**src/inc/adc_seq_regs.svh**
```systemverilog
// Timing counts and field positions for the converter sequencer.
// Assumes a 100 MHz system clock; included by the design files.
`ifndef ADC_SEQ_REGS_SVH
`define ADC_SEQ_REGS_SVH

`define SYS_CLK_MHZ 100
`define CONV_TIME_NS 80
`define CONV_CYCLES ((`CONV_TIME_NS * `SYS_CLK_MHZ + 999) / 1000)
`define CODE_MAX 12'hfff
`define REF_SEL_HI 15
`define REF_SEL_LO 14
`define SLOTS_PER_SEQ 8
`define SLOT_COUNT 16

`endif

```
**src/inc/adc_seq_pkg.sv**
```systemverilog
// Types shared by the converter sequencer and its core handshake.
// Assumes nothing beyond the constants header.
`default_nettype none
package adc_seq_pkg;
  typedef enum logic [3:0] {
    ST_IDLE = 4'b0001,
    ST_START = 4'b0010,
    ST_WAIT = 4'b0100,
    ST_STORE = 4'b1000
  } seq_state_t;
  typedef logic [11:0] code_t;
  typedef logic [3:0] chan_t;
endpackage
`default_nettype wire

```
**src/inc/adc_core_if.sv**
```systemverilog
// Handshake between the sequencer and the conversion core pacing logic.
// Assumes one clock shared by both sides.
`default_nettype none
interface adc_core_if;
  logic start;
  logic [3:0] chan;
  logic done;
  logic [11:0] code;
  modport seq (output start, output chan, input done, input code);
  modport core (input start, input chan, output done, output code);
endinterface
`default_nettype wire

```
**src/verilog/adc_core_pacer.sv**
```systemverilog
// Paces conversions on the shared core: forwards the start, clamps the code,
// and enforces the minimum conversion spacing and the sample/hold window.
// Assumes the analog core answers with a done strobe and a raw code.
`default_nettype none
`include "adc_seq_regs.svh"
module adc_core_pacer (
  input wire logic sys_clk_i,
  input wire logic nrst_i,
  input wire logic [3:0] acq_prescale_i,
  adc_core_if.core seq,
  output logic core_start_o,
  input wire logic core_done_i,
  input wire logic [12:0] core_raw_i
);
  localparam logic [7:0] CONV_CYC = 8'(`CONV_CYCLES);
  logic [7:0] cnt;
  logic busy;
  logic done_seen;
  logic [11:0] code;
  logic done_q;
  // Raw code above full scale saturates to CODE_MAX here rather than being truncated
  wire [11:0] clamp_code = core_raw_i[12] ? `CODE_MAX : core_raw_i[11:0];
  wire window_end = busy && (cnt == 8'h00) && done_seen;
  always_ff @(posedge sys_clk_i or negedge nrst_i) begin
    if (!nrst_i) begin
      cnt <= 8'h00;
      busy <= 1'b0;
      done_seen <= 1'b0;
      code <= 12'h000;
      done_q <= 1'b0;
    end else begin
      done_q <= window_end;
      if (seq.start && !busy) begin
        busy <= 1'b1;
        done_seen <= 1'b0;
        // Acquisition adds acq_prescale_i times 16 cycles to the conversion count in the same counter
        cnt <= CONV_CYC - 8'h01 + {acq_prescale_i, 4'h0};
      end else if (busy) begin
        if (cnt != 8'h00) cnt <= cnt - 8'h01;
        if (core_done_i) begin
          done_seen <= 1'b1;
          code <= clamp_code;
        end
        if (window_end) busy <= 1'b0;
      end
    end
  end
  assign core_start_o = seq.start && !busy;
  assign seq.done = done_q;
  assign seq.code = code;
endmodule
`default_nettype wire

```
**src/verilog/adc_seq_ctrl.sv**
```systemverilog
// Sequencer control: two 8-slot sequencers or one cascaded 16-slot one,
// triggers, result store, interrupt pacing, clock enable and halt gating.
// Assumes trigger inputs come from other clock domains or pins.
`default_nettype none
`include "adc_seq_regs.svh"
module adc_seq_ctrl #(
  parameter int SLOTS = `SLOT_COUNT
) (
  input wire logic sys_clk_i,
  input wire logic nrst_i,
  input wire logic analog_clock_enable_i,
  input wire logic halt_i,
  input wire logic cascade_i,
  input wire logic start_stop_i,
  input wire logic int_every_other_i,
  input wire logic [3:0] acq_prescale_i,
  input wire logic [15:0] ref_select_i,
  input wire logic [63:0] slot_chan_i,
  input wire logic [3:0] max_conv_a_i,
  input wire logic [2:0] max_conv_b_i,
  input wire logic sw_start_a_i,
  input wire logic sw_start_b_i,
  input wire logic soc_trigger_a_i,
  input wire logic soc_trigger_b_i,
  input wire logic external_interrupt_two_i,
  input wire logic core_done_i,
  input wire logic [12:0] core_raw_i,
  output logic core_start_o,
  output logic [3:0] core_chan_o,
  output logic analog_active_o,
  output logic [1:0] ext_ref_sel_o,
  output logic [4:0] result_addr_o,
  output logic [11:0] result_data_o,
  output logic [191:0] results_o,
  output logic end_of_sequence_a_o,
  output logic end_of_sequence_b_o,
  output logic irq_a_o,
  output logic irq_b_o,
  output logic busy_a_o,
  output logic busy_b_o
);
  adc_core_if cif ();
  logic [11:0] result_mem [SLOTS];
  logic [2:0] sync_a;
  logic [2:0] sync_b;
  logic [2:0] sync_x;
  logic [2:0] sync_en;
  logic [2:0] sync_halt;
  logic pend_a;
  logic pend_b;
  logic run_a;
  logic run_b;
  logic [3:0] ptr_a;
  logic [2:0] ptr_b;
  logic owner_b;
  logic eos_cnt_a;
  logic eos_cnt_b;
  adc_seq_pkg::seq_state_t state;
  adc_seq_pkg::seq_state_t next_state;
  logic start_q;
  logic [3:0] chan_q;
  logic [3:0] slot_q;

  function automatic logic [3:0] slot_chan(input logic [63:0] v, input logic [3:0] s);
    slot_chan = v[{s, 2'b00} +: 4];
  endfunction

  // Second flop outputs feed logic; third flop used only for edge compare
  always_ff @(posedge sys_clk_i or negedge nrst_i) begin
    if (!nrst_i) begin
      sync_a <= 3'h0;
      sync_b <= 3'h0;
      sync_x <= 3'h0;
      sync_en <= 3'h0;
      sync_halt <= 3'h0;
    end else begin
      sync_a <= {sync_a[1:0], soc_trigger_a_i};
      sync_b <= {sync_b[1:0], soc_trigger_b_i};
      sync_x <= {sync_x[1:0], external_interrupt_two_i};
      sync_en <= {sync_en[1:0], analog_clock_enable_i};
      sync_halt <= {sync_halt[1:0], halt_i};
    end
  end

  // Conversion starts and run/pending bookkeeping only advance while enabled and not halted
  wire clk_en = sync_en[1] && !sync_halt[1];
  wire rise_a = sync_a[1] && !sync_a[2];
  wire rise_b = sync_b[1] && !sync_b[2];
  wire rise_x = sync_x[1] && !sync_x[2];
  wire trig_a = sw_start_a_i || rise_a || rise_x;
  // In cascade mode B triggers also start the single sequencer
  wire trig_b = sw_start_b_i || rise_b;
  wire trig_a_all = trig_a || (cascade_i && trig_b);
  wire trig_b_dual = trig_b && !cascade_i;
  wire [3:0] max_a = cascade_i ? max_conv_a_i : {1'b0, max_conv_a_i[2:0]};
  wire last_a = (ptr_a == max_a);
  wire last_b = (ptr_b == max_conv_b_i);
  // A has priority; one converter serves both sides in turn
  wire pick_b = run_b && pend_b && !(run_a && pend_a);
  // Dual mode B slots map to channels 8..15 only
  wire [3:0] slot_sel = pick_b ? {1'b1, ptr_b} : ptr_a;
  wire [3:0] raw_chan = slot_chan(slot_chan_i, slot_sel);
  wire [3:0] sel_chan = cascade_i ? raw_chan : {pick_b, raw_chan[2:0]};
  wire can_go = (run_a && pend_a) || pick_b;
  wire fin = (state == adc_seq_pkg::ST_STORE);
  wire fin_a = fin && !owner_b && last_a;
  wire fin_b = fin && owner_b && last_b;

  always_comb begin
    next_state = state;
    case (state)
      adc_seq_pkg::ST_IDLE: if (can_go && clk_en) next_state = adc_seq_pkg::ST_START;
      adc_seq_pkg::ST_START: next_state = adc_seq_pkg::ST_WAIT;
      adc_seq_pkg::ST_WAIT: if (cif.done) next_state = adc_seq_pkg::ST_STORE;
      adc_seq_pkg::ST_STORE: next_state = adc_seq_pkg::ST_IDLE;
      default: next_state = adc_seq_pkg::ST_IDLE;
    endcase
  end

  always_ff @(posedge sys_clk_i or negedge nrst_i) begin
    if (!nrst_i) begin
      state <= adc_seq_pkg::ST_IDLE;
      start_q <= 1'b0;
      chan_q <= 4'h0;
      slot_q <= 4'h0;
      owner_b <= 1'b0;
    end else begin
      state <= next_state;
      start_q <= (state == adc_seq_pkg::ST_IDLE) && can_go && clk_en;
      if (state == adc_seq_pkg::ST_IDLE && can_go && clk_en) begin
        chan_q <= sel_chan;
        slot_q <= slot_sel;
        owner_b <= pick_b;
      end
    end
  end

  // Sequencer run/pending bookkeeping; start/stop waits a trigger per slot
  always_ff @(posedge sys_clk_i or negedge nrst_i) begin
    if (!nrst_i) begin
      run_a <= 1'b0;
      run_b <= 1'b0;
      pend_a <= 1'b0;
      pend_b <= 1'b0;
      ptr_a <= 4'h0;
      ptr_b <= 3'h0;
    end else if (clk_en) begin
      if (state == adc_seq_pkg::ST_IDLE && can_go) begin
        if (pick_b) pend_b <= 1'b0;
        else pend_a <= 1'b0;
      end
      if (fin && !owner_b) begin
        ptr_a <= last_a ? 4'h0 : ptr_a + 4'h1;
        run_a <= !last_a;
        pend_a <= !last_a && !start_stop_i;
      end
      if (fin && owner_b) begin
        ptr_b <= last_b ? 3'h0 : ptr_b + 3'h1;
        run_b <= !last_b;
        pend_b <= !last_b && !start_stop_i;
      end
      // A trigger arriving with a finish still wins
      if (trig_a_all) begin
        run_a <= 1'b1;
        pend_a <= 1'b1;
      end
      if (trig_b_dual) begin
        run_b <= 1'b1;
        pend_b <= 1'b1;
      end
    end
  end

  always_ff @(posedge sys_clk_i) begin
    if (fin) result_mem[slot_q] <= cif.code;
  end

  always_ff @(posedge sys_clk_i or negedge nrst_i) begin
    if (!nrst_i) begin
      eos_cnt_a <= 1'b0;
      eos_cnt_b <= 1'b0;
      irq_a_o <= 1'b0;
      irq_b_o <= 1'b0;
      end_of_sequence_a_o <= 1'b0;
      end_of_sequence_b_o <= 1'b0;
      result_addr_o <= 5'h00;
      result_data_o <= 12'h000;
      busy_a_o <= 1'b0;
      busy_b_o <= 1'b0;
      analog_active_o <= 1'b0;
      ext_ref_sel_o <= 2'h0;
      core_chan_o <= 4'h0;
    end else begin
      end_of_sequence_a_o <= fin_a;
      end_of_sequence_b_o <= fin_b;
      if (fin_a) eos_cnt_a <= !eos_cnt_a;
      if (fin_b) eos_cnt_b <= !eos_cnt_b;
      irq_a_o <= fin_a && (!int_every_other_i || eos_cnt_a);
      irq_b_o <= fin_b && (!int_every_other_i || eos_cnt_b);
      result_addr_o <= fin ? {1'b1, slot_q} : 5'h00;
      if (fin) result_data_o <= cif.code;
      busy_a_o <= run_a;
      busy_b_o <= run_b;
      // Low at reset; on with enable, off again in halt
      analog_active_o <= clk_en;
      ext_ref_sel_o <= ref_select_i[`REF_SEL_HI:`REF_SEL_LO];
      // Loaded with sel_chan, as chan_q is, so the core sees the new channel with its start pulse
      if (state == adc_seq_pkg::ST_IDLE && can_go && clk_en) core_chan_o <= sel_chan;
    end
  end

  assign cif.start = start_q;
  assign cif.chan = chan_q;

  adc_core_pacer u_pacer (
    .sys_clk_i(sys_clk_i),
    .nrst_i(nrst_i),
    .acq_prescale_i(acq_prescale_i),
    .seq(cif),
    .core_start_o(core_start_o),
    .core_done_i(core_done_i),
    .core_raw_i(core_raw_i)
  );

  // Flat copy of stored codes; slot memory is not reset
  always_comb begin
    for (int i = 0; i < SLOTS; i++) results_o[i*12 +: 12] = result_mem[i];
  end
endmodule
`default_nettype wire

```
**config.mk**
```make
export PLATFORM = sky130hd
export DESIGN_NAME = adc_seq_ctrl
export DESIGN_NICKNAME = d
export VERILOG_FILES = /design/src/inc/adc_seq_pkg.sv /design/src/inc/adc_core_if.sv /design/src/verilog/adc_core_pacer.sv /design/src/verilog/adc_seq_ctrl.sv
export VERILOG_INCLUDE_DIRS = /design/src /design/src/inc
export SDC_FILE = /design/constraint.sdc
export NUM_CORES = 1
export LEC_CHECK = 0
export BUFFER_PORTS_ARGS = -buffer_cell sky130_fd_sc_hd__buf_4
export CELL_PAD_IN_SITES_DETAIL_PLACEMENT = 1
export CELL_PAD_IN_SITES_GLOBAL_PLACEMENT = 2
export CORE_MARGIN = 2
export CORE_UTILIZATION = 35
export CTS_CLUSTER_DIAMETER = 80
export DETAILED_ROUTE_END_ITERATION = 8
export HOLD_SLACK_MARGIN = 0.05
export PLACE_DENSITY = 0.87
export SLEW_MARGIN = 40
export SYNTH_ARGS = -nofsm -noshare
export SYNTH_HDL_FRONTEND = slang
export SYNTH_SLANG_ARGS = --single-unit
```
**constraint.sdc**
```tcl
create_clock -name sys_clk_i -period 5.25 [get_ports sys_clk_i]
set_input_delay 0.525 -clock sys_clk_i [delete_from_list [all_inputs] [get_ports sys_clk_i]]
set_output_delay 0.525 -clock sys_clk_i [all_outputs]
set_load 0.02 [all_outputs]
```
## Word-level counts from Yosys, hierarchy flattened

Memories as Yosys holds them, arrays and structs flattened.
Cells that the tools add are included.

| storage, ports and cells | value |
|---|---|
| bits in registers | 89 |
| bits in writable memories | 192 |
| bits of input ports | 117 |
| output and inout bits | 223 |
| word-level logic and storage cells | 146 |
| memories | 1 |

| operators by class | value |
|---|---|
| add/subtract/negate cells | 4 |
| equal/unequal tests | 9 |
| shift-type cells | 1 |
| mux-type cells | 33 |
| bitwise logic cells | 1 |
| reductions and logical operators | 64 |

Memories:

| name | words | bits a word | read ports | clocked after Yosys merged registers in | write ports | line | source |
|---|---|---|---|---|---|---|---|
| result_mem | 16 | 12 | 16 | 0 | 1 | adc_seq_ctrl.sv:43 | `logic [11:0] result_mem [SLOTS];` |

Operators with widths:

| cell | number |
|---|---|
| $shiftx A64 B7 Y4 | 1 |
| $mux W4 | 6 |
| $mux W8 | 3 |
| $logic_and A1 B1 Y1 | 23 |
| $mux W1 | 20 |
| $logic_not A1 Y1 | 14 |
| $reduce_and A2 Y1 | 7 |
| $mux W12 | 1 |
| $pmux W4 S3 | 1 |
| $reduce_bool A2 Y1 | 5 |
| $reduce_and A3 Y1 | 3 |
| $reduce_bool A3 Y1 | 3 |
| $add A3 B8 Y8 const A | 1 |
| $logic_not A8 Y1 | 1 |
| $reduce_bool A8 Y1 | 1 |
| $sub A8 B1 Y8 const B | 1 |
| $logic_or A1 B1 Y1 | 7 |
| $mux W5 | 1 |
| $add A4 B1 Y4 const B | 1 |
| $eq A4 B1 Y1 const B | 1 |
| $eq A4 B2 Y1 const B | 1 |
| $eq A4 B3 Y1 const B | 1 |
| $eq A4 B4 Y1 | 1 |
| $eq A4 B4 Y1 const B | 1 |
| 7 further kinds | 7 |

## Logic depth before layout (Yosys ltp)

Gate-level depths: netlist of the first run.

| depth | value |
|---|---|
| depth after elaboration | 8 |
| gate-level depth with buffers | 9 |
| mapped depth without buffers | 8 |

## Cells and area by module

A second synthesis of the first run with hierarchy kept.

| unflattened totals | value |
|---|---|
| cells, all modules | 645 |
| area, all modules | 10,308.6 um2 |

Modules (own cells, without submodules):

| module | instances | cells an instance | area an instance (um2) | seq. area each (um2) |
|---|---|---|---|---|
| adc_seq_ctrl | 1 | 532 | 9,222.6 | 7,418.4 |
| adc_core_pacer | 1 | 113 | 1,086.0 | 575.6 |

## Worst setup path before layout of the first run

No wires, ideal clock.

| timing path | value |
|---|---|
| path kind | register to register |
| start | reg state[1] |
| end | mem result_mem[0][0], enable pin |
| library setup time | 0.396 ns |
| data arrival time | 2.295 ns |
| required time | 4.854 ns |
| path slack | 2.559 ns |
| stages on the path, launching flop included | 5 |
| buffers on the path | 1 |
| period minus slack after synthesis | 2.691 ns |
| cell sequence | dfrtp_1 -> or4b_1 -> buf_2 -> or3_1 -> nor3_1 |

| between the ends | value |
|---|---|
| longest elaborated chain between the ends | 3 |

RTL lines:

| item | line | source |
|---|---|---|
| start, declared | adc_seq_ctrl.sv:58 | `adc_seq_pkg::seq_state_t state;` |
| start signal, assigned | adc_seq_ctrl.sv:122 | `state <= adc_seq_pkg::ST_IDLE;` |
| start signal, assigned | adc_seq_ctrl.sv:128 | `state <= next_state;` |
| $eq A4 B4 Y1 | adc_seq_ctrl.sv:105 | `wire fin = (state == adc_seq_pkg::ST_STORE);` |
| $mux W1 | adc_seq_ctrl.sv:175 | `if (fin) result_mem[slot_q] <= cif.code;` |
| $mux W1 (implied by the code) | adc_seq_ctrl.sv:175 |  |
| end, declared | adc_seq_ctrl.sv:43 |  |

No other way between the ends.

## Final worst setup path of the first run

| timing path | value |
|---|---|
| start | reg state[1] |
| end | mem result_mem[3][2], enable pin |

Same word-level chain as after synthesis.

==> results of run 1 <==
registers in the layout (all words and copies together), names as in the netlist, 2 cells and up:
name              flops
state                 4
core_chan_o           4
sync_b                3
sync_en               2
result_data_o        12
sync_halt             2
slot_q                4
u_pacer.seq.code     12
u_pacer.cnt           8
result_mem          192
sync_a                3
sync_x                3
ext_ref_sel_o         2
result_addr_o         5
ptr_a                 4
ptr_b                 3
path summary, 6_finish.rpt:
path                       slack [ns]              from                to
setup / recovery                 2.33          state[1]  result_mem[3][2]
hold / removal                   0.09  ref_select_i[14]  ext_ref_sel_o[0]
setup reg to reg                 2.33          state[1]  result_mem[3][2]
hold reg to reg                  0.35      sync_halt[0]      sync_halt[1]
max in group asynchronous        3.72            nrst_i          state[0]
min in group asynchronous        0.46            nrst_i    u_pacer.cnt[2]
critical path, cell delays in order (launching register included):
cell and delay [ns]:
dfrtp_1 0.44, or4b_1 0.88, inv_1 0.19, and2_1 0.19, nand2_1 0.21, nor3_4 0.63
cell type report:
| cell class | count | area (um^2) | share of cell area |
|---|---|---|---|
| multi-input combinational | 311 | 2087 | 0.1475 |
| timing repair buffer | 330 | 2492 | 0.1762 |
| clock inverter | 22 | 276.5 | 0.01955 |
| tap | 384 | 480.5 | 0.03396 |
| sequential | 281 | 8005 | 0.5659 |
| inverter | 18 | 67.56 | 0.004776 |
| clock buffer | 32 | 737.0 | 0.05210 |
cell families (layout without fill, tap and decap cells):
kind of cell	Yosys count	in the layout	share of synthesized area
AND/OR/NAND/NOR	183	183	0.08256
flip-flops	281	281	0.7861
XOR/XNOR	14	14	0.01206
adder cells (fa/ha/maj)	4	4	0.004922
multiplexers	34	34	0.04799
buffers and inverters	38	402	0.01612
AO/OA/AOI/OAI	76	76	0.05021
through the flow:
step | cells | total power [W]
global route | 1378 | 0.005781
detailed placement | 1323 | 0.003453
global placement | 1322 | 0.003415
floorplan | 630 | 0.003121
finish | 1378 | 0.005558
CTS | 1378 | 0.005626
cells in the mapped netlist, drive strengths merged (3+ instances only):
cell type  instances
xnor2              8
nand2b             6
xor2               6
edfxtp           192
a21o               3
mux2i             15
dfrtp             88
o221ai             3
nor3              12
ha                 4
and2               9
mux2               8
nor2              60
nand2             68
buf               10
o21ai             20
clkbuf            10
nand4              3
inv               17
nor4               4
a21oi             22
a211oi             5
mux4              11
a22oi              6
nand3              6
layer usage:
| metal | share of wire | wire, um | vias up | global-route usage |
|---|---|---|---|---|
| met5 | 0 | 0 | - | 0 |
| met4 | 0.016 | 471 | 0 | 0.03746 |
| met3 | 0.079 | 2339 | 38 | 0.04812 |
| met2 | 0.51 | 15110 | 287 | 0.3423 |
| met1 | 0.40 | 11840 | 3370 | 0.2367 |
| li1 | - | - | 2994 | - |
repair_timing:
action,CTS,global route
gates resized for setup,0,0
endpoints found under the hold margin,26,0
hold buffers,1,0
buffers inserted,0,0
power groups by stage:
| stage | clock, W | sequential (W) | combinational, W |
|---|---|---|---|
| after floorplan | 0 | 0.00272 | 0.000399 |
| after global placement | 0 | 0.00284 | 0.000575 |
| after detailed placement | 0 | 0.00286 | 0.000593 |
| after CTS | 0.00221 | 0.00282 | 0.000598 |
| after global routing | 0.00229 | 0.00283 | 0.000661 |
| final | 0.00217 | 0.00280 | 0.000588 |
==> impl_metrics.tcl, run 1 <==
set metrics [dict create \
    overflow 0 \
    grt_pass1_wl_mm 44.60 \
    seq_power_share 0.505 \
    combPwrFrac 0.106 \
    cts_buffers 29 \
    dp_worst_setup_slack_ns 2.170 \
    first_pass_iters 4 \
    cts_buffer_depth 3 \
    whs_ns 0.09075 \
    synthTopCellsByArea "edfxtp_1 57%, dfrtp_1 22%, nand2_1 2.5%" \
    fp.dieW_um 174.5 \
    timing.final.ws_setup_ns 2.328 \
    worstPathArrival_ns 3.09 \
    clkSlewWorstSetupHoldPaths_ns 0.06 \
    status "finished, final reports clean" \
    fin_worst_skew_ns 0.02105 \
    power_leakage_nw 5.763 \
    place_congestion 0.7265 \
    vias 6689 \
    setup_violations 0 \
    grt_pass1_vias 7237 \
    core-area_um2 28630 \
    rsz0062_at_grt "false" \
    crit_fanout 17 \
    synth_seq_cells 281 \
    remaining_drc_errors 0 \
    clockPowerShare 0.390 \
    placed_cell_area_um2 13110 \
    area_growth_pct 39.12 \
    start_util 0.3552 \
    grt_max_degree 40 \
    layout_common_cells "328 x buf_4, 192 x edfxtp_1, 79 x dfrtp_1" \
    switching_share 0.2555 \
    ctsRootBufferMaster "clkbuf_16" \
    post-route-cell-area_um2 14150 \
    utilization 0.4942 \
    wire_per_inst_um 21.59 \
    worstPathRequired_ns 5.42 \
    cts_tree "built" \
    finalMaxSlewViolations 0 \
    ff2ff_path_depth 5 \
    ys_warn_count 0 \
    grtUsageTotal 0.1919 \
    hold_violations 0 \
    min_period_ns 2.922 \
    fp.dieH_um 174.5 \
    worstSetupStartpointType "flop" \
    die-area_um2 30430 \
    synth_area_um2 10170 \
    ant_nets 0 \
    wl_mm 29.75 \
    clock_latency_ns 0.54 \
    yosysTopAreaCellShare 0.5670 \
    p_int_w 0.004138 \
    endpoint_kind "flop" \
    worst_pin_slew_ns 0.8080 \
    setup_tns_ns 0 \
    crit_type "reg2reg" \
    min_delay_path_depth 1 \
    final_nets 1092 \
    antenna_cells 0 \
    ir_drop_mv 0.2124 \
    synthArstFlopShare 0.3167 \
    cts.sinks 281 \
    mostFrequentLayoutCell "buf_4" \
    synth_seq_area_share 0.7861 \
    p_per_area_nw_per_um2 392.9 \
    syn_avg_cell_area_um2 16.14 \
    fmax_ghz 0.3422 \
    post-synth-top-area-cell "edfxtp_1" \
    synth_edf_count 192 \
    rows 62 \
    p_sw_w 0.001420 \
    io_buffers 325 \
    yosys_most_used_dff "edfxtp_1" \
    drive_above_1_share 0.4356 \
    io_pins 340 \
    synth_fp_nets 751 \
    htreeDepth 1 \
    hp-class "in2reg" \
    antenna_found_initial 0 \
    synth_cells 630 \
    max-slew-margin-rel 0.4459 \
    first_iter_violations 332 \
    hpwl_mm 20.81 \
    final.period_utilization 0.5566 \
    yosys.cell_types.count 57 \
    fillers 2855 \
    viasPerCell 4.854 \
    cap_viol_max_count 0 \
]
Note: power is estimated with default switching activity, not from simulation.
==> run 2: changes to the inputs <==
- ABC_AREA: default -> 1
- CORE_UTILIZATION: 35 -> 32
- PLACE_DENSITY: 0.87 -> 0.83
- clock period: 5.25 -> 3 ns (I/O delays scaled with it)
==> run 2 against run 1 <==
  * Count of clock-buffer cells in the layout up 2
  * Worst hold slack worse by 0.011 ns
  * Synthesized area up 0.74%
  * Non-clock buffer count up 40
  * Combinational power up 89%
  * Sequential cell count unchanged
  * Register-to-register slack worse by 1.5 ns
  * Clock skew about the same
  * Largest cell class unchanged
==> impl_metrics.tcl, run 2 <==
set metrics [dict create \
    min_period_ns 2.180 \
    place_congestion 0.7508 \
    hold_violations 0 \
    ys_warn_count 0 \
    mostFrequentLayoutCell "buf_4" \
    p_sw_w 0.002611 \
    grt_max_degree 41 \
    antenna_found_initial 0 \
    grt_pass1_wl_mm 46.37 \
    wl_mm 30.69 \
    reg_top3 "result_mem: 192 flops, result_data_o: 12 flops, u_pacer.seq.code: 12 flops" \
    crit_fanout 34 \
    area_growth_pct 40.22 \
    io_pins 340 \
    synth_area_um2 10240 \
    synth_seq_area_share 0.7804 \
    ir_drop_mv 0.4582 \
    r2r_slack_ns 0.82 \
    combPwrFrac 0.116 \
    worstPathArrival_ns 2.64 \
    viasPerCell 4.632 \
    post-synth-top-area-cell "edfxtp_1" \
    cts_buffer_depth 3 \
    remaining_drc_errors 0 \
    start_util 0.3246 \
    postCtsSetupBuffers 0 \
    fillers 3306 \
    hpwl_mm 21.40 \
    synth_edf_count 192 \
    fin_worst_skew_ns 0.02058 \
    worstPathRequired_ns 3.46 \
    layout.cells.non_filler 1567 \
    synth_seq_cells 281 \
    ant_nets 0 \
    fp.dieH_um 182.9 \
    synthTopCellsByArea "edfxtp_1 56%, dfrtp_1 21%, nand2_1 5.8%" \
    final.period_utilization 0.7265 \
    timing.final.ws_setup_ns 0.8205 \
    first_pass_iters 4 \
    p_per_area_nw_per_um2 665.0 \
    seq_power_share 0.530 \
    rows 65 \
    synth.most_common_cell "edfxtp_1" \
    yosys.cell_types.count 32 \
    dp_worst_setup_slack_ns 0.8072 \
    vias 7259 \
    cts_tree "built" \
    largest_reg_flops 192 \
    cap_viol_max_count 0 \
    ctsRootBufferMaster "clkbuf_16" \
    cp_num_buf_inv 1 \
    worst_pin_slew_ns 0.8115 \
    switching_share 0.2733 \
    clockPowerShare 0.354 \
    dp.cells 1494 \
    grt_pass1_vias 7687 \
    worstSetupStartpointType "flop" \
    grtUsageTotal 0.1801 \
    endpoint_kind "flop" \
    synthArstFlopShare 0.3167 \
    die-area_um2 33460 \
    fp.dieW_um 182.9 \
    status "finished, final reports clean" \
    htreeDepth 1 \
    crit_path_frequent_cell "nand2_1" \
    final_nets 1270 \
    synth_fp_nets 883 \
    cp_slowest_stage_delay_ns 0.50 \
    syn_avg_cell_area_um2 13.44 \
    overflow 0 \
    slowest_stage "nand2_2" \
    wire_per_inst_um 19.59 \
    layout_common_cells "345 x buf_4, 192 x edfxtp_1, 159 x nand2_1" \
    yosysTopAreaCellShare 0.5628 \
    p_int_w 0.006941 \
    core-area_um2 31560 \
    top_register "result_mem" \
    clkSlewWorstSetupHoldPaths_ns 0.06 \
    cts_buffers 30 \
    crit_chain "nand2_1 > inv_2 > nand2_4 > nand2_1 > nand2_2 > nand2_1 > nand2_1 > nand2_1 > nand3_1 > nand3_1 > nand2_1 > nand2_1 > nand2_1" \
    clock_latency_ns 0.54 \
    power_leakage_nw 6.272 \
    whs_ns 0.07976 \
    io_buffers 325 \
    seqCellArea_um2 8000 \
    finalMaxSlewViolations 0 \
    hp-class "in2reg" \
    cp_top_family "simple AND/OR/NAND/NOR gates" \
    fmax_ghz 0.4588 \
    first_iter_violations 333 \
    synthTopCellsByCount "192 x edfxtp_1, 159 x nand2_1, 88 x dfrtp_1" \
    crit_type "reg2reg" \
    utilization 0.4552 \
    drive_above_1_share 0.3488 \
    cts.sinks 281 \
    setup_tns_ns 0 \
    max-slew-margin-rel 0.4590 \
    multi_input_area_um2 1817 \
    setup_violations 0 \
    rsz0062_at_grt "false" \
    yosys_most_used_dff "edfxtp_1" \
    synth_cells 762 \
]
run 2: cell types whose count changed in the layout (fill, tap and decap cells not counted), moves of 15 or more:
| cell | before | now |
|---|---|---|
| buf_4 | 328 | 345 |
| nand2_1 | 67 | 159 |
| o21ai_0 | 20 | 57 |
| dlygate4sd3_1 | 1 | 25 |
| nand3_1 | 5 | 59 |
| mux2i_1 | 15 | 0 |
| inv_1 | 17 | 84 |
run 2: final timing paths:
check	startpoint	end	depth (start not counted)
max	run_b	core_chan_o[2]	13
min	acq_prescale_i[3]	u_pacer.cnt[7]	3
max reg2reg	run_b	core_chan_o[2]	13
min reg2reg	sync_en[0]	sync_en[1]	0
max in group asynchronous	nrst_i	state[0]	3
min in group asynchronous	nrst_i	ext_ref_sel_o[1]	2
run 2: through the flow:
stage                     power [W]  area (um^2)
after floorplan            0.005607        10240
after global placement     0.006187        13230
after detailed placement   0.006259        13230
after CTS                  0.009664        14360
after global routing        0.01002        14360
final                      0.009552        14360
run 2: cell type report:
type                       count  area share
sequential                   281      0.5570
timing repair buffer         370      0.1977
multi-input combinational    380      0.1265
clock buffer                  34     0.05479
tap                          402     0.03502
inverter                      86     0.02247
clock inverter                13    0.006359
antenna                        1   0.0001742
run 2: power groups by stage:
stage	Sequential (W)	Combinational, W	Clock [W]
3_3_place_gp	0.00512	0.00106	0
5_1_grt	0.00513	0.00129	0.00360
3_5_place_dp	0.00517	0.00109	0
6_report	0.00506	0.00111	0.00338
4_1_cts	0.00509	0.00113	0.00344
2_1_floorplan	0.00491	0.000695	0
run 2: worst register-to-register path: cells and delay by family, from the launching register on:
kind	cells	cell delay, ns
simple gates	12	1.65
flops	1	0.40
buf+inv	1	0.07
run 2: kinds of logic (layout without fill, tap and decap cells):
logic type / count (synthesis) / count (layout) / synth area share
AOI/OAI and AO/OA: 84 / 84 / 0.04739
xor gates and xnor gates: 11 / 11 / 0.009406
buffers and inverters: 101 / 503 / 0.04226
other: 0 / 1 / 0
adders and majority gates: 4 / 4 / 0.004886
and+or+nand+nor: 281 / 281 / 0.1157
DFF: 281 / 281 / 0.7804
run 2: per-layer routing:
metal,vias up,track usage,wire (um)
li1,3363,-,-
met2,253,0.3156,15210
met5,-,0,0
met3,37,0.03991,2143
met4,0,0.03936,504
met1,3606,0.2293,12840
run 2: what timing repair did:
item | 4_1_cts | 5_1_grt
resized for setup | 0 | 0
hold buffers | 25 | 0
endpoints found under the hold margin | 62 | 0
==> run 3: changes to the inputs <==
- ABC_AREA: 1 -> 0
- CORE_UTILIZATION: 32 -> 30
- PLACE_DENSITY: 0.83 -> 0.79
- clock period: 3 -> 2 ns (I/O delays scaled with it)
==> run 3 against run 2 <==
  * The flow now finishes with violations (setup timing)
  * Clock power up 78%
  * Worst setup slack worse by 0.83 ns
  * Sequential power up 42%
  * Global-route usage up 0.14 points
  * Maximum frequency up 8.3%
  * Sequential share of layout area down 4.8 points
  * Die area up 5.8%
  * Combinational power up 110%
  * Cell area up 9.4%
  * Critical path type unchanged
  * Largest cell class unchanged
  * Largest power group unchanged
  * Highest routed layer unchanged
==> impl_metrics.tcl, run 3 (same netlist as run 1, synthesis figures left out) <==
set metrics [dict create \
    fillers 3358 \
    crit_chain "or4b_4 > or3_4 > buf_12 > nor2_4 > buf_12" \
    ir_drop_mv 0.5741 \
    grt_pass1_wl_mm 48.78 \
    max-slew-margin-rel 0.6309 \
    grt_pass1_vias 7749 \
    drive_above_1_share 0.4771 \
    cts_tree "built" \
    ant_nets 0 \
    reg_top3 "result_mem: 192 flops, result_data_o: 12 flops, u_pacer.seq.code: 12 flops" \
    p_int_w 0.01150 \
    whs_ns 0.08275 \
    place_congestion 0.7587 \
    clockPowerShare 0.387 \
    area_growth_pct 54.57 \
    viasPerCell 4.628 \
    wire_per_inst_um 21.04 \
    dp.cells 1446 \
    htreeDepth 1 \
    endpoint_kind "flop" \
    final.period_utilization 1.007 \
    p_per_area_nw_per_um2 991.9 \
    clkSlewWorstSetupHoldPaths_ns 0.06 \
    status "complete, but fails checks" \
    mostFrequentLayoutCell "buf_4" \
    cap_viol_max_count 0 \
    fp.dieH_um 188.1 \
    worstPathArrival_ns 2.30 \
    vias 7233 \
    io_buffers 325 \
    crit_type "reg2reg" \
    ff2ff_path_depth 5 \
    dp_worst_setup_slack_ns -0.07501 \
    finalMaxSlewViolations 0 \
    first_iter_violations 393 \
    clock_latency_ns 0.57 \
    rsz0062_at_grt "true" \
    seq_power_share 0.462 \
    cp_slowest_stage_delay_ns 0.57 \
    crit_fanout 12 \
    fin_worst_skew_ns 0.01199 \
    final_nets 1211 \
    cts.sinks 281 \
    antenna_cells 0 \
    slowest_stage "or4b_4" \
    utilization 0.4699 \
    antenna_found_initial 0 \
    remaining_drc_errors 0 \
    first_pass_iters 4 \
    rows 67 \
    min_from "slot_chan_i[5]" \
    switching_share 0.2625 \
    r2r_end "result_mem[12][5]" \
    combPwrFrac 0.151 \
    io_pins 340 \
    top_register "result_mem" \
    r2r_slack_ns -0.01 \
    fmax_ghz 0.4967 \
    wl_mm 32.89 \
    worstPathRequired_ns 2.28 \
    timing.final.ws_setup_ns -0.01317 \
    crit_path_frequent_cell "buf_12" \
    setup_violations 36 \
    cts_buffer_depth 3 \
    worstSetupStartpointType "flop" \
    violations "setup timing" \
    grtUsageTotal 0.1816 \
    setup_tns_ns -0.3033 \
    layout.cells.non_filler 1563 \
    reg2reg_from "state[0]" \
    holdPathEnd "core_chan_o[1]" \
    min_period_ns 2.013 \
    start_util 0.3040 \
    min_delay_path_depth 4 \
    overflow 0 \
    hpwl_mm 22.85 \
    largest_reg_flops 192 \
    cts_buffers 31 \
    core-area_um2 33450 \
    fp.dieW_um 188.1 \
    die-area_um2 35380 \
    layout_common_cells "373 x buf_4, 192 x edfxtp_1, 80 x dfrtp_1" \
    power_leakage_nw 6.514 \
    p_sw_w 0.004092 \
    hp-class "in2reg" \
    ctsRootBufferMaster "clkbuf_16" \
    worst_pin_slew_ns 0.5537 \
    grt_max_degree 46 \
    hold_violations 0 \
]
==> run 3: power by group through the flow <==
stage / registers [W] / logic [W] / clock network (W)
after CTS: 0.00721 / 0.00218 / 0.00617
after global placement: 0.00729 / 0.00204 / 0
final: 0.00720 / 0.00235 / 0.00603
after floorplan: 0.00715 / 0.00110 / 0
after global routing: 0.00726 / 0.00258 / 0.00635
after detailed placement: 0.00733 / 0.00208 / 0
==> run 3: layer usage <==
metal / GRT usage / wire (um)
met5: 0 / 0
met2: 0.3207 / 16630
met4: 0.03634 / 557
met1: 0.2261 / 13200
met3: 0.04454 / 2503
==> run 3: how the worst max path moves through the flow <==
stage               slack (ns)                 end      startpoint  depth (start not counted)
finish                   -0.01   result_mem[12][5]        state[0]                          5
global route             -0.07      u_pacer.cnt[4]  u_pacer.cnt[4]                          7
CTS                      -0.03   result_mem[12][8]        state[1]                          5
detailed placement       -0.08   result_mem[12][2]        state[1]                          5
global placement         -0.06  result_mem[12][11]        state[0]                          5
floorplan                -0.22    result_mem[0][0]        state[1]                          4
==> run 3: repair_timing <==
item,in CTS,in global routing
buffers inserted,0,7
resized for setup,6,24
endpoints found under the hold margin,122,0
hold buffers,51,0
endpoints found under the setup margin,177,150
gates cloned,0,1
pin swaps,2,11
==> run 3: area by class of cell <==
type,instances,area (um^2),area share
multi-input combinational,311,2237,0.1423
clock inverter,23,261.5,0.01664
inverter,18,68.82,0.004378
clock buffer,35,832.0,0.05294
tap,448,560.5,0.03566
timing repair buffer,447,3754,0.2388
sequential,281,8004,0.5092
==> run 3: stage by stage <==
stage               instance area [um^2]  total power, W
floorplan                          10310        0.008256
global placement                   13930        0.009333
detailed placement                 13930        0.009408
CTS                                15550         0.01556
global route                       15720         0.01620
finish                             15720         0.01559
==> run 3: worst max-delay path: cells and delay by family (launching register included) <==
| kind | cells | cell delay (ns) |
|---|---|---|
| flops | 1 | 0.37 |
| buf+inv | 2 | 0.30 |
| simple gates | 3 | 1.04 |
